--- config.mk ---
export PLATFORM = sky130hd
export DESIGN_NAME = setting_slot_and_sequence_control
export DESIGN_NICKNAME = d
export VERILOG_FILES = /design/src/seq_ctrl_pkg.sv /design/src/slot_store.sv /design/src/setting_slot_and_sequence_control.sv
export VERILOG_INCLUDE_DIRS = /design/src
export SDC_FILE = /design/constraint.sdc
export NUM_CORES = 1
export LEC_CHECK = 0
export BUFFER_PORTS_ARGS = -buffer_cell sky130_fd_sc_hd__buf_2
export CORE_MARGIN = 2
export CORE_UTILIZATION = 25
export CTS_BUF_LIST = sky130_fd_sc_hd__clkbuf_4 sky130_fd_sc_hd__clkbuf_8 sky130_fd_sc_hd__clkbuf_16
export DETAILED_ROUTE_END_ITERATION = 16
export GPL_ROUTABILITY_DRIVEN = 0
export PLACE_DENSITY = 0.52
export SETUP_SLACK_MARGIN = 0.4
export SYNTH_ARGS = -nofsm -noshare
export SYNTH_HDL_FRONTEND = slang
export SYNTH_SLANG_ARGS = --single-unit
export TNS_END_PERCENT = 30
--- constraint.sdc ---
create_clock -name clk -period 6 [get_ports clk]
set_input_delay 0.6 -clock clk [delete_from_list [all_inputs] [get_ports clk]]
set_output_delay 0.6 -clock clk [all_outputs]
set_load 0.02 [all_outputs]
--- src/seq_ctrl_defs.svh ---
`ifndef SEQ_CTRL_DEFS_SVH
`define SEQ_CTRL_DEFS_SVH

// Register byte offsets
`define REG_CMD 8'h00
`define REG_SETV 8'h04
`define REG_SETI 8'h08
`define REG_SETP 8'h0c
`define REG_SLOT 8'h10
`define REG_MODE 8'h14
`define REG_STEP 8'h18
`define REG_FIRST 8'h1c
`define REG_LAST 8'h20
`define REG_LOOPS 8'h24
`define REG_ISTAT 8'h28
`define REG_IMASK 8'h2c

// Command word fields
`define CMD_VAL_LSB 0
`define CMD_VAL_MSB 15
`define CMD_OP_LSB 16
`define CMD_OP_MSB 19

// Status bit positions
`define IRQ_ERR 0
`define IRQ_DONE 1
`define IRQ_PASS 2

// Value limits
`define SLOT_MAX 16'h0003
`define MODE_MAX 16'h0002
`define STEP_MAX 16'h0063
`define LOOP_MAX 16'h03e7
`define STEP_LAST 7'h63

// Reset values
`define SETV_RST 16'h0000
`define SETI_RST 16'h0000
`define SETP_RST 16'h0000
`define IMASK_RST 3'h0

// Timing: clock rate and time spent on each step while running
`define CLK_MHZ 10
`define STEP_TIME_US 1000

`endif

--- src/seq_ctrl_pkg.sv ---
package seq_ctrl_pkg;

  typedef enum logic [3:0] {
    CMD_RECALL = 4'b0000,
    CMD_SAVE = 4'b0001,
    CMD_MODE = 4'b0010,
    CMD_JUMP = 4'b0011,
    CMD_FIRST = 4'b0100,
    CMD_LAST = 4'b0101,
    CMD_LOOPS = 4'b0110
  } cmd_t;

  typedef enum logic [1:0] {
    SEQ_STOP = 2'b00,
    SEQ_PAUSE = 2'b01,
    SEQ_RUN = 2'b10
  } seq_mode_t;

endpackage

--- src/slot_store.sv ---
`timescale 1ns/100ps
module slot_store (
  input wire logic clk,
  input wire logic wrEn,
  input wire logic [1:0] wrAddr,
  input wire logic [47:0] wrData,
  input wire logic [1:0] rdAddr,
  output logic [47:0] rdData
);

  logic [47:0] mem [0:3];

  always_ff @(posedge clk) begin
    if (wrEn) begin
      mem[wrAddr] <= wrData;
    end
  end

  // Registered read; caller waits one cycle
  always_ff @(posedge clk) begin
    rdData <= mem[rdAddr];
  end

endmodule

--- src/setting_slot_and_sequence_control.sv ---
// Functional notes
// - Recall 0 cancels slot; 1 to 3 load stored voltage, current, power
// - Slot query returns active slot, 0 meaning none
// - Recall, save or jump while running flags error, changes nothing
// - Save copies present voltage, current, power into the slot
// - Save accepts slots 1 to 3 only; no query form
// - Mode value 0 stops, 1 pauses, 2 runs
// - Mode query returns present mode, 2 while running
// - Jump accepts steps 0 to 99, only while paused
// - Jump query returns current step and completed loops
// - Start step 0 to 99 held and readable
// - End step 0 to 99 held and readable
// - Loop count 0 to 999 held and readable
// - Loop count 0 repeats endlessly until stopped
//
// The address map and register access over Wishbone were left to the implementer.
`timescale 1ns/100ps
`include "seq_ctrl_defs.svh"
module setting_slot_and_sequence_control #(
  parameter int STEP_CYCLES = `STEP_TIME_US * `CLK_MHZ
) (
  input wire logic clk,
  input wire logic arst_n,
  input wire logic cyc_i,
  input wire logic stb_i,
  input wire logic we_i,
  input wire logic [7:0] adr_i,
  input wire logic [3:0] sel_i,
  input wire logic [31:0] dat_i,
  output logic [31:0] dat_o,
  output logic ack_o,
  output logic irq,
  output logic [15:0] outVolt,
  output logic [15:0] outCurr,
  output logic [15:0] outPow,
  output logic [6:0] seqStep,
  output seq_ctrl_pkg::seq_mode_t seqMode
);
  import seq_ctrl_pkg::*;

  logic rstMeta_r;
  logic rstSync_r;
  logic ack_r;
  logic [31:0] dat_r;
  logic [31:0] cmdWord_r;
  logic [15:0] setV_r;
  logic [15:0] setI_r;
  logic [15:0] setP_r;
  logic [1:0] activeSlot_r;
  logic loadPend_r;
  seq_mode_t mode_r;
  logic [6:0] step_r;
  logic [9:0] loopsDone_r;
  logic [6:0] first_r;
  logic [6:0] last_r;
  logic [9:0] loopCnt_r;
  logic [23:0] tickCnt_r;
  logic [2:0] istat_r;
  logic [2:0] mask_r;
  logic [47:0] slotData;

  logic busReq;
  logic wrEn;
  logic rdEn;
  logic [7:0] adrW;
  logic [31:0] rdMux;
  logic [31:0] wrWord;
  logic cmdGo;
  cmd_t cmdOp;
  logic [15:0] cmdVal;
  logic cmdErr;
  logic cmdOk;
  logic running;
  logic stepTick;
  logic passEnd;
  logic finish;
  logic [9:0] loopsInc;
  logic [2:0] events;

  // Reset release through two flops
  always_ff @(posedge clk or negedge arst_n) begin
    if (!arst_n) begin
      rstMeta_r <= 1'b0;
      rstSync_r <= 1'b0;
    end else begin
      rstMeta_r <= 1'b1;
      rstSync_r <= rstMeta_r;
    end
  end

  // Bus slave: one request taken per ack, so ack drops the cycle after
  assign busReq = cyc_i & stb_i & ~ack_r;
  assign wrEn = busReq & we_i;
  assign rdEn = busReq & ~we_i;
  assign adrW = {adr_i[7:2], 2'b00};
  assign ack_o = ack_r;
  assign dat_o = dat_r;

  always_ff @(posedge clk or negedge rstSync_r) begin
    if (!rstSync_r) begin
      ack_r <= 1'b0;
    end else begin
      ack_r <= busReq;
    end
  end

  always_comb begin
    rdMux = 32'h0000_0000;
    if (adrW == `REG_CMD) begin
      rdMux = cmdWord_r;
    end else if (adrW == `REG_SETV) begin
      rdMux = {16'h0000, setV_r};
    end else if (adrW == `REG_SETI) begin
      rdMux = {16'h0000, setI_r};
    end else if (adrW == `REG_SETP) begin
      rdMux = {16'h0000, setP_r};
    end else if (adrW == `REG_SLOT) begin
      rdMux = {30'h0000_0000, activeSlot_r};
    end else if (adrW == `REG_MODE) begin
      rdMux = {30'h0000_0000, mode_r};
    end else if (adrW == `REG_STEP) begin
      rdMux = {6'h00, loopsDone_r, 9'h000, step_r};
    end else if (adrW == `REG_FIRST) begin
      rdMux = {25'h000_0000, first_r};
    end else if (adrW == `REG_LAST) begin
      rdMux = {25'h000_0000, last_r};
    end else if (adrW == `REG_LOOPS) begin
      rdMux = {22'h00_0000, loopCnt_r};
    end else if (adrW == `REG_ISTAT) begin
      rdMux = {29'h0000_0000, istat_r};
    end else if (adrW == `REG_IMASK) begin
      rdMux = {29'h0000_0000, mask_r};
    end
  end

  // Old contents come from the read mux, so partial lanes keep their bits
  for (genvar g = 0; g < 4; g++) begin : gLane
    assign wrWord[8*g +: 8] = sel_i[g] ? dat_i[8*g +: 8] : rdMux[8*g +: 8];
  end

  always_ff @(posedge clk or negedge rstSync_r) begin
    if (!rstSync_r) begin
      dat_r <= 32'h0000_0000;
    end else if (rdEn) begin
      dat_r <= rdMux;
    end
  end

  // Command decode
  assign cmdGo = wrEn && (adrW == `REG_CMD);
  assign cmdOp = cmd_t'(wrWord[`CMD_OP_MSB:`CMD_OP_LSB]);
  assign cmdVal = wrWord[`CMD_VAL_MSB:`CMD_VAL_LSB];
  assign running = (mode_r == SEQ_RUN);

  always_comb begin
    cmdErr = 1'b0;
    case (cmdOp)
      CMD_RECALL: begin
        cmdErr = running || (cmdVal > `SLOT_MAX);
      end
      CMD_SAVE: begin
        cmdErr = running || (cmdVal == 16'h0000) || (cmdVal > `SLOT_MAX);
      end
      CMD_MODE: begin
        cmdErr = (cmdVal > `MODE_MAX);
      end
      CMD_JUMP: begin
        cmdErr = (mode_r != SEQ_PAUSE) || (cmdVal > `STEP_MAX);
      end
      CMD_FIRST: begin
        cmdErr = (cmdVal > `STEP_MAX);
      end
      CMD_LAST: begin
        cmdErr = (cmdVal > `STEP_MAX);
      end
      CMD_LOOPS: begin
        cmdErr = (cmdVal > `LOOP_MAX);
      end
      default: begin
        cmdErr = 1'b1;
      end
    endcase
  end

  assign cmdOk = cmdGo & ~cmdErr;

  always_ff @(posedge clk or negedge rstSync_r) begin
    if (!rstSync_r) begin
      cmdWord_r <= 32'h0000_0000;
    end else if (cmdGo) begin
      cmdWord_r <= wrWord;
    end
  end

  slot_store slots (
    .clk(clk),
    .wrEn(cmdOk && (cmdOp == CMD_SAVE)),
    .wrAddr(cmdVal[1:0]),
    .wrData({setP_r, setI_r, setV_r}),
    .rdAddr(cmdVal[1:0]),
    .rdData(slotData)
  );

  always_ff @(posedge clk or negedge rstSync_r) begin
    if (!rstSync_r) begin
      activeSlot_r <= 2'b00;
      loadPend_r <= 1'b0;
    end else begin
      loadPend_r <= cmdOk && (cmdOp == CMD_RECALL) && (cmdVal != 16'h0000);
      if (cmdOk && (cmdOp == CMD_RECALL)) begin
        activeSlot_r <= cmdVal[1:0];
      end
    end
  end

  // Slot data arrives a cycle late; no bus write can land in that cycle
  always_ff @(posedge clk or negedge rstSync_r) begin
    if (!rstSync_r) begin
      setV_r <= `SETV_RST;
      setI_r <= `SETI_RST;
      setP_r <= `SETP_RST;
    end else if (loadPend_r) begin
      setV_r <= slotData[15:0];
      setI_r <= slotData[31:16];
      setP_r <= slotData[47:32];
    end else if (wrEn && (adrW == `REG_SETV)) begin
      setV_r <= wrWord[15:0];
    end else if (wrEn && (adrW == `REG_SETI)) begin
      setI_r <= wrWord[15:0];
    end else if (wrEn && (adrW == `REG_SETP)) begin
      setP_r <= wrWord[15:0];
    end
  end

  always_ff @(posedge clk or negedge rstSync_r) begin
    if (!rstSync_r) begin
      first_r <= 7'h00;
      last_r <= 7'h00;
      loopCnt_r <= 10'h000;
    end else if (cmdOk) begin
      if (cmdOp == CMD_FIRST) begin
        first_r <= cmdVal[6:0];
      end
      if (cmdOp == CMD_LAST) begin
        last_r <= cmdVal[6:0];
      end
      if (cmdOp == CMD_LOOPS) begin
        loopCnt_r <= cmdVal[9:0];
      end
    end
  end

  // Step timer only runs in run mode, so a pause restarts the dwell from zero
  always_ff @(posedge clk or negedge rstSync_r) begin
    if (!rstSync_r) begin
      tickCnt_r <= 24'h00_0000;
    end else if (!running || stepTick) begin
      tickCnt_r <= 24'h00_0000;
    end else begin
      tickCnt_r <= tickCnt_r + 24'h00_0001;
    end
  end

  assign stepTick = running && (tickCnt_r == 24'(STEP_CYCLES - 1));
  assign passEnd = stepTick && (step_r == last_r);
  assign loopsInc = loopsDone_r + 10'h001;
  assign finish = passEnd && (loopCnt_r != 10'h000) &&
                  (loopsInc >= loopCnt_r);

  always_ff @(posedge clk or negedge rstSync_r) begin
    if (!rstSync_r) begin
      mode_r <= SEQ_STOP;
      step_r <= 7'h00;
      loopsDone_r <= 10'h000;
    end else if (cmdOk && (cmdOp == CMD_MODE)) begin
      mode_r <= seq_mode_t'(cmdVal[1:0]);
      if ((cmdVal[1:0] == 2'b10) && (mode_r == SEQ_STOP)) begin
        step_r <= first_r;
        loopsDone_r <= 10'h000;
      end
    end else if (cmdOk && (cmdOp == CMD_JUMP)) begin
      step_r <= cmdVal[6:0];
    end else if (passEnd) begin
      loopsDone_r <= loopsInc;
      if (finish) begin
        mode_r <= SEQ_STOP;
      end else begin
        step_r <= first_r;
      end
    end else if (stepTick) begin
      step_r <= (step_r == `STEP_LAST) ? 7'h00 : step_r + 7'h01;
    end
  end

  // Sticky events; a read clears, but an event in that cycle survives
  assign events = {passEnd, finish, cmdGo & cmdErr};

  always_ff @(posedge clk or negedge rstSync_r) begin
    if (!rstSync_r) begin
      istat_r <= 3'h0;
    end else if (rdEn && (adrW == `REG_ISTAT)) begin
      istat_r <= events;
    end else begin
      istat_r <= istat_r | events;
    end
  end

  always_ff @(posedge clk or negedge rstSync_r) begin
    if (!rstSync_r) begin
      mask_r <= `IMASK_RST;
    end else if (wrEn && (adrW == `REG_IMASK)) begin
      mask_r <= wrWord[2:0];
    end
  end

  assign irq = |(istat_r & mask_r);
  assign outVolt = setV_r;
  assign outCurr = setI_r;
  assign outPow = setP_r;
  assign seqStep = step_r;
  assign seqMode = mode_r;

  chk_busy_reject: assert property (
    @(posedge clk) disable iff (!rstSync_r)
    (cmdGo && running && (cmdOp == CMD_RECALL)) |=>
      ($stable(activeSlot_r) && istat_r[`IRQ_ERR]) ##1 $stable(setV_r))
    else $error("recall accepted while running");
  chk_recall_cancel: assert property (
    @(posedge clk) disable iff (!rstSync_r)
    (cmdOk && (cmdOp == CMD_RECALL) && (cmdVal == 16'h0000)) |=>
      (activeSlot_r == 2'b00) && !loadPend_r)
    else $error("recall 0 did not cancel slot");
  chk_save_range: assert property (
    @(posedge clk) disable iff (!rstSync_r)
    (cmdGo && (cmdOp == CMD_SAVE) && (cmdVal == 16'h0000)) |=>
      istat_r[`IRQ_ERR])
    else $error("save to slot 0 not flagged");

  chk_mode_run: assert property (@(posedge clk) disable iff (!rstSync_r)
    (cmdOk && (cmdOp == CMD_MODE) && (cmdVal == 16'h0002)) |=>
      (mode_r == SEQ_RUN))
    else $error("mode 2 did not run");

  chk_jump_step: assert property (@(posedge clk) disable iff (!rstSync_r)
    (cmdOk && (cmdOp == CMD_JUMP)) |=>
      (step_r == $past(cmdVal[6:0])) && (mode_r == SEQ_PAUSE))
    else $error("jump did not move step");
  chk_loop_endless: assert property (
    @(posedge clk) disable iff (!rstSync_r)
    (passEnd && (loopCnt_r == 10'h000) && !cmdGo) |=>
      (mode_r == SEQ_RUN) && (step_r == $past(first_r)))
    else $error("endless sequence stopped");

  chk_loop_stop: assert property (@(posedge clk) disable iff (!rstSync_r)
    (passEnd && (loopCnt_r != 10'h000) && (loopsInc == loopCnt_r)) |=>
      (mode_r == SEQ_STOP) && istat_r[`IRQ_DONE])
    else $error("sequence did not stop at loop count");
  chk_limits_held: assert property (
    @(posedge clk) disable iff (!rstSync_r)
    (first_r <= `STEP_LAST) && (last_r <= `STEP_LAST) &&
    ({6'h00, loopCnt_r} <= `LOOP_MAX))
    else $error("stored limit out of range");

  chk_loops_set: assert property (@(posedge clk) disable iff (!rstSync_r)
    (cmdOk && (cmdOp == CMD_LOOPS)) |=>
      (loopCnt_r == $past(cmdVal[9:0])))
    else $error("loop count not stored");

endmodule

==> results of run 1 <==
-- worst max-delay path, delay by kind of cell (launching register included) --
family                 cells  cell delay [ns]
buffers and inverters      1             0.24
and+or+nand+nor            6             2.26
muxes                      1             0.55
AOI/OAI and AO/OA          3             1.14
DFF                        1             0.49
-- cell families (layout without fill, tap and decap cells) --
kind of cell | Yosys count | after routing | synth area share (%)
multiplexers | 100 | 100 | 6.07
XOR/XNOR | 36 | 36 | 1.69
AND/OR/NAND/NOR | 669 | 669 | 16.5
buffers and inverters | 129 | 292 | 2.66
other | 2 | 53 | 0.0401
AO/OA/AOI/OAI | 323 | 323 | 10.7
flip-flops | 431 | 431 | 61.5
adder cells (fa/ha/maj) | 13 | 13 | 0.869
-- sequential cells by signal (all words and copies together) (netlist names) --
| signal | cells |
|---|---|
| seqStep | 7 |
| cmdWord_r | 32 |
| activeSlot_r | 2 |
| loopCnt_r | 10 |
| loopsDone_r | 10 |
| last_r | 7 |
| tickCnt_r | 24 |
| loadPend_r | 1 |
| seqMode | 2 |
| slots.rdData | 48 |
| istat_r | 3 |
| outCurr | 16 |
| rstMeta_r | 1 |
| mask_r | 3 |
| first_r | 7 |
| outVolt | 16 |
| outPow | 16 |
| rstSync_r | 1 |
| slots.mem | 192 |
| ack_o | 1 |
| dat_o | 32 |
-- layout by cell type, fill, tap and decap left out, types with 7 or more instances in the layout --
cell	netlist	routed
xnor2_1	20	20
or3_1	9	9
o21ai_0	141	141
o221ai_1	8	8
buf_12	0	9
nand2b_1	11	10
mux2_2	46	46
mux2i_1	46	45
a221oi_1	10	10
dfxtp_1	48	48
ha_1	13	13
nor2b_1	8	8
and2_1	7	7
a22o_1	12	12
and3_1	61	61
nor2_1	79	75
a21oi_1	31	29
nand3_1	39	39
nor3_1	31	28
conb_1	2	49
inv_1	34	34
clkbuf_4	0	10
buf_4	1	26
o22ai_1	10	10
clkbuf_8	0	10
edfxtp_1	192	192
clkbuf_16	0	46
nand4_1	11	11
nand2_1	367	367
nor4_1	11	10
dfrtp_1	191	189
a31oi_1	55	55
xor2_1	16	16
buf_2	2	137
-- cells in the mapped netlist (6+ instances only) --
| library cell | number |
|---|---|
| nand2_1 | 367 |
| edfxtp_1 | 192 |
| dfrtp_1 | 191 |
| o21ai_0 | 141 |
| clkbuf_1 | 85 |
| nor2_1 | 79 |
| and3_1 | 61 |
| a31oi_1 | 55 |
| dfxtp_1 | 48 |
| mux2_2 | 46 |
| mux2i_1 | 46 |
| nand3_1 | 39 |
| inv_1 | 34 |
| a21oi_1 | 31 |
| nor3_1 | 31 |
| xnor2_1 | 20 |
| xor2_1 | 16 |
| ha_1 | 13 |
| a22o_1 | 12 |
| nand2b_1 | 11 |
| nand4_1 | 11 |
| nor4_1 | 11 |
| a221oi_1 | 10 |
| o22ai_1 | 10 |
| or3_1 | 9 |
| nor2b_1 | 8 |
| o221ai_1 | 8 |
| and2_1 | 7 |
| a21o_1 | 6 |
| buf_1 | 6 |
-- path summary, 6_finish.rpt --
check / startpoint / endpoint / slack (ns) / cells after the start
max: outVolt[11]$_DFFE_PN0P_ / slots.mem[3][30]$_DFFE_PP_ / 1.02 / 11
min: dat_i[26] / cmdWord_r[26]$_DFFE_PN0P_ / 0.23 / 2
max reg2reg: outVolt[11]$_DFFE_PN0P_ / slots.mem[3][30]$_DFFE_PP_ / 1.02 / 11
min reg2reg: rstMeta_r$_DFF_PN0_ / rstSync_r$_DFF_PN0_ / 0.35 / 0
max in group asynchronous: rstSync_r$_DFF_PN0_ / dat_o[1]$_DFFE_PN0P_ / 4.03 / 1
min in group asynchronous: arst_n / rstSync_r$_DFF_PN0_ / 0.32 / 2
-- power groups by stage --
| stage | logic (mW) | clock network, mW | registers, mW |
|---|---|---|---|
| after CTS | 0.539 | 3.06 | 3.32 |
| final | 0.532 | 2.99 | 3.31 |
| after global routing | 0.583 | 3.17 | 3.33 |
| after detailed placement | 0.537 | 0 | 3.37 |
| after global placement | 0.530 | 0 | 3.37 |
| after floorplan | 0.267 | 0 | 3.39 |
-- layout make-up --
cell class              instances  area [sq um]  area share, %
repair buffers                173          1070           4.75
clock buffers                  66          1360           6.05
multi-input cells            1190          6990           31.0
flip-flops and latches        431         11500           51.1
clock inverters                19           245           1.09
diodes                          4          10.0         0.0444
inverters                      34           128          0.567
well taps                     969          1210           5.38
-- per-stage QoR --
| stage | TNS (ns) | setup slack (ns) |
|---|---|---|
| final | 0 | 1.02 |
| after CTS | 0 | 1.01 |
| after global routing | 0 | 0.792 |
| after detailed placement | 0 | 0.651 |
| after global placement | 0 | 0.664 |
| after floorplan | -1.24 | -0.0129 |
-- routing by layer --
layer / vias up / global-route usage, % / wire, um
met3: 91 / 2.84 / 3610
met4: 12 / 4.45 / 1470
met2: 392 / 25.3 / 28500
met1: 7141 / 20.8 / 26800
met5: - / 0 / 78
li1: 6438 / - / -
-- timing repair --
action,CTS,global route
setup endpoints to repair,0,0
hold buffers,1,0
endpoints found under the hold margin,2,0
buffers inserted,0,0
resized for setup,0,0
==> impl_results.md, run 1 <==
- Layout fillers: 7701
- CTS sink count: approximately 430
- DR DRC count: 0
- Run status: finished clean
- Endpoint class of the critical path: flop
- Syn. warnings: 0
- CP Data Arrival Time: roughly 5.3 ns
- Design area: about 23000 sq um
- Fmax: around 200 MHz
- Measured slew at the worst slew-check pin: ~1.1 ns
- Final #Nets: 1938
- Post-Route WL: 60400 um
- CTS max path bufs: 3
- Total track usage: 15.5%
- Total Power: roughly 7 mW
- Cells after DPL: between 2000 and 3000
- First-pass GRT wire length: 90200 um
- Top cells by area, synth: edfxtp_1 (31%), dfrtp_1 (26%), nand2_1 (7.4%)
- Gr ovfl total: 0
- Clk_lat worst skew: 0.60 ns
- Max_slew headroom: 27.9%
- Crit-path max FO: 13
- Yosys reg bits: 431
- Clock power frac: 43.7%
- Min-Delay Path Class: input port to flop
- Pre-antenna DRT Iters: 8
- Post-synth EDFFs: approximately 190
- Power Dens Cells: 303 nW/um^2
- Core ar.: between 70000 and 80000 sq um
- Worst vdd ir: between 0.15 and 0.2 mV
- CTS tree: yes
- Clk slew on worst S/H paths: about 0.06 ns
- Share of post-route cells with drive strength above 1: about 18%
- Y dimension of the die: approximately 280 um
- Final Hold Vio Count: 0
- Crit-path cells: mux4_2, o41a_1, or4_1, a211oi_2, and3_1, nand3_2, o2111a_1, nor4_4, nand3_1, nor2_4, buf_12
- Die Wd: about 280 um
- Post-synthesis cell count: 1703
- Share of the clock period used by the worst path: between 80% and 90%
- Worst hold slack: about 0.23 ns
- Placed cell area: approximately 21000 sq um
- Slowest library cell on the worst path: nor2_4
- Vias: 14100
- Initial Utilization: between 20% and 30%
- Final Core Density: a little under a third
- Switching Fraction: between 20% and 30%
- Critical Path RT: 6.30 ns
- # port buffers: about 140
- RSZ-0062 raised after global routing: false
- Layout Cells excl Fill: about 2900
- Num rows: 100
- WL per Instance: around 21 um
- Htree depth: 2
- Layout area overhead: 20.4%
- Vias per inst: around 4.9
- Psw: ~1.7 mW
- Initial antenna violation count: 10
- Final ANT Viol Nets: 0
- Top_reg_cell synth: edfxtp_1
- Hpwl dp: ~41000 um
- Top cell type's share of synthesized area: 30.8%
- Clock skew: ~0.015 ns
- Area leader, netlist: edfxtp_1
- Post-synth cell types: 73
- Largest net degree at the start of global routing: 97
- Syn avg cell area: about 11 sq um
- Power Internal: just over 5 mW
- CP Launch Type: flop
- 1st-iter DRT viols: 1164
- Vias in the first global route: ~14000
- Critical path type: flop to flop
- Sequential area share after synthesis: 61.5%
- Synthesized area: roughly 19000 sq um
- Post-route minimum period: roughly 5 ns
- Setup Viol. Count Final: 0
- Root buf cell: clkbuf_16
- Max-slew violations: 0
- Total Die Area: around 77000 sq um
- Async S/R FF share, synth: 44.3%
- Logic gate share of total power: 7.8%
- Max-Cap Viols: 0
- Seq pwr share: about half
- Leak Pwr: 8.83 nW
- Num CTS Buffers: between 40 and 50
- Top Ports: 140
- CP peak stage delay: ~0.63 ns
No activity file was read; power rests on OpenSTA's default activity.
==> run 2: changes to the inputs <==
clock period = 4.2 ns   (was 6 ns; I/O delays follow)
==> run 2 against run 1 <==
Effect of this change: clock skew is 0.016 ns higher; combinational power is 67% higher; critical endpoint is now slots.mem[3][29]$_DFFE_PP_; utilization is 1.9 points higher; wire length is 4.6% higher; clock power is 45% higher; largest cell class unchanged.
==> impl_results.md, run 2 (same netlist as run 1, synthesis figures left out) <==
- Run status: finished clean
- Core ar.: about 74000 sq um
- WL per Instance: between 20 and 25 um
- Critical Path RT: ~4.5 ns
- DR DRC count: 0
- Setup Viol. Count Final: 0
- Clock skew: 0.0314 ns
- Y dimension of the die: 278 um
- Final Core Density: between 30% and 40%
- Initial antenna violation count: 8
- Root buf cell: clkbuf_16
- Total Power: around 10 mW
- Hpwl dp: 44100 um
- RSZ-0062 raised after global routing: true
- Biggest register: slots.mem
- Vias: roughly 15000
- Largest net degree at the start of global routing: 89
- Max-slew violations: 0
- Total track usage: 16.1%
- Final ANT Viol Nets: 0
- Worst vdd ir: 0.300 mV
- Initial Utilization: 25.2%
- Min-Delay Path Class: input port to flop
- Clk slew on worst S/H paths: roughly 0.060 ns
- Total Die Area: around 77000 sq um
- Die Wd: ~280 um
- Max FFs per register: ~190
- Worst hold slack: roughly 0.066 ns
- Num CTS Buffers: 47
- Most common cell after layout, fill and taps aside: nand2_1
- Max_slew headroom: a little over a quarter
- Top Ports: between 100 and 150
- Measured slew at the worst slew-check pin: roughly 1.1 ns
- Layout fillers: 7571
- Share of post-route cells with drive strength above 1: 23.5%
- Vias in the first global route: ~14000
- Share of the clock period used by the worst path: 99.7%
- CP Launch Type: flop
- # port buffers: about 140
- Htree depth: 2
- Largest registers: slots.mem: 192 flops, slots.rdData: 48 flops
- Final #Nets: ~2100
- First-pass GRT wire length: about 94000 um
- Leak Pwr: ~9.6 nW
- Post-route minimum period: around 4.2 ns
- CTS tree: yes
- Num rows: 100
- 1st-iter DRT viols: approximately 1200
- Crit-path max FO: 8
- CTS max path bufs: 3
- Gr ovfl total: 0
- Endpoint class of the critical path: flop
- Critical path type: flop to flop
- Power Dens Cells: around 410 nW/um^2
- Multi-input gate area: ~7000 sq um
- Place WS: -0.422 ns
- Sequential cell area: roughly 12000 sq um
- Layout area overhead: 28.0%
- Worst setup margin: 0.0146 ns
- Fmax: around 240 MHz
- Pre-antenna DRT Iters: 5
- CTS sink count: 431
- Clk_lat worst skew: roughly 0.61 ns
- CP Data Arrival Time: between 4 and 5 ns
- Most frequent cells in the layout: nand2_1 (366), edfxtp_1 (192), dfrtp_1 (189)
- Final Hold Vio Count: 0
- Max-Cap Viols: 0
- Vias per inst: 4.85
- Post-Route WL: ~63000 um
## run 2: path summary, 6_finish.rpt
| path | from | endpoint | slack [ns] | cells after the start |
|---|---|---|---|---|
| min reg2reg | rstSync_r$_DFF_PN0_ | dat_o[26]$_DFFE_PN0P_ | 0.31 | 0 |
| max in group asynchronous | rstSync_r$_DFF_PN0_ | outVolt[2]$_DFFE_PN0P_ | 2.62 | 1 |
| min | dat_i[28] | cmdWord_r[28]$_DFFE_PN0P_ | 0.07 | 2 |
| max reg2reg | outPow[15]$_DFFE_PN0P_ | slots.mem[3][29]$_DFFE_PP_ | 0.01 | 15 |
| min in group asynchronous | arst_n | rstSync_r$_DFF_PN0_ | 0.15 | 2 |
| max | outPow[15]$_DFFE_PN0P_ | slots.mem[3][29]$_DFFE_PP_ | 0.01 | 15 |
## run 2: metal layers
metal,share of wire (%),GRT usage [%]
met3,7.0,3.81
met5,0.11,0
met1,43,20.8
met2,48,26.8
met4,2.6,4.55
## run 2: per-stage QoR
step	cell area, sq um	std cells	TNS [ns]
after global routing	24000	3012	-3.17
final	24000	3013	0
after global placement	21700	2899	-55.91
after CTS	23700	3005	0
after floorplan	18900	1750	-98.86
after detailed placement	21700	2899	-60.35
## run 2: area by class of cell
type	instances	share of cell area, %
antenna	1	0.0104
clock buffer	70	6.02
clock inverter	18	0.878
inverter	34	0.533
multi-input combinational	1190	29.9
sequential	431	48.1
tap	969	5.06
timing repair buffer	300	9.59
## run 2: what timing repair did
item | in CTS | in global routing
pin swaps | 11 | 7
gates cloned | 5 | 4
endpoints found under the hold margin | 2 | 0
gates resized for setup | 20 | 36
setup endpoints to repair | 179 | 185
hold buffers | 1 | 0
setup buffers | 12 | 3
## run 2: critical path, cell delays in order (launching register included)
cell and delay (ns):
dfrtp_1 0.37, mux4_2 0.52, o41a_1 0.48, or4_4 0.52, a211oi_4 0.29, buf_4 0.17
and4b_1 0.17, and3_4 0.19, o2111ai_4 0.15, nor4_4 0.20, buf_4 0.20, nand3_4 0.10
nor2_4 0.16, buf_6 0.14, buf_12 0.10, buf_12 0.12
## run 2: power by group
part	internal, mW	leakage, nW	switching (mW)
Combinational	0.317	4.47	0.571
Clock	2.58	0.831	1.75
Sequential	4.58	4.30	0.143
Total	7.47	9.60	2.46
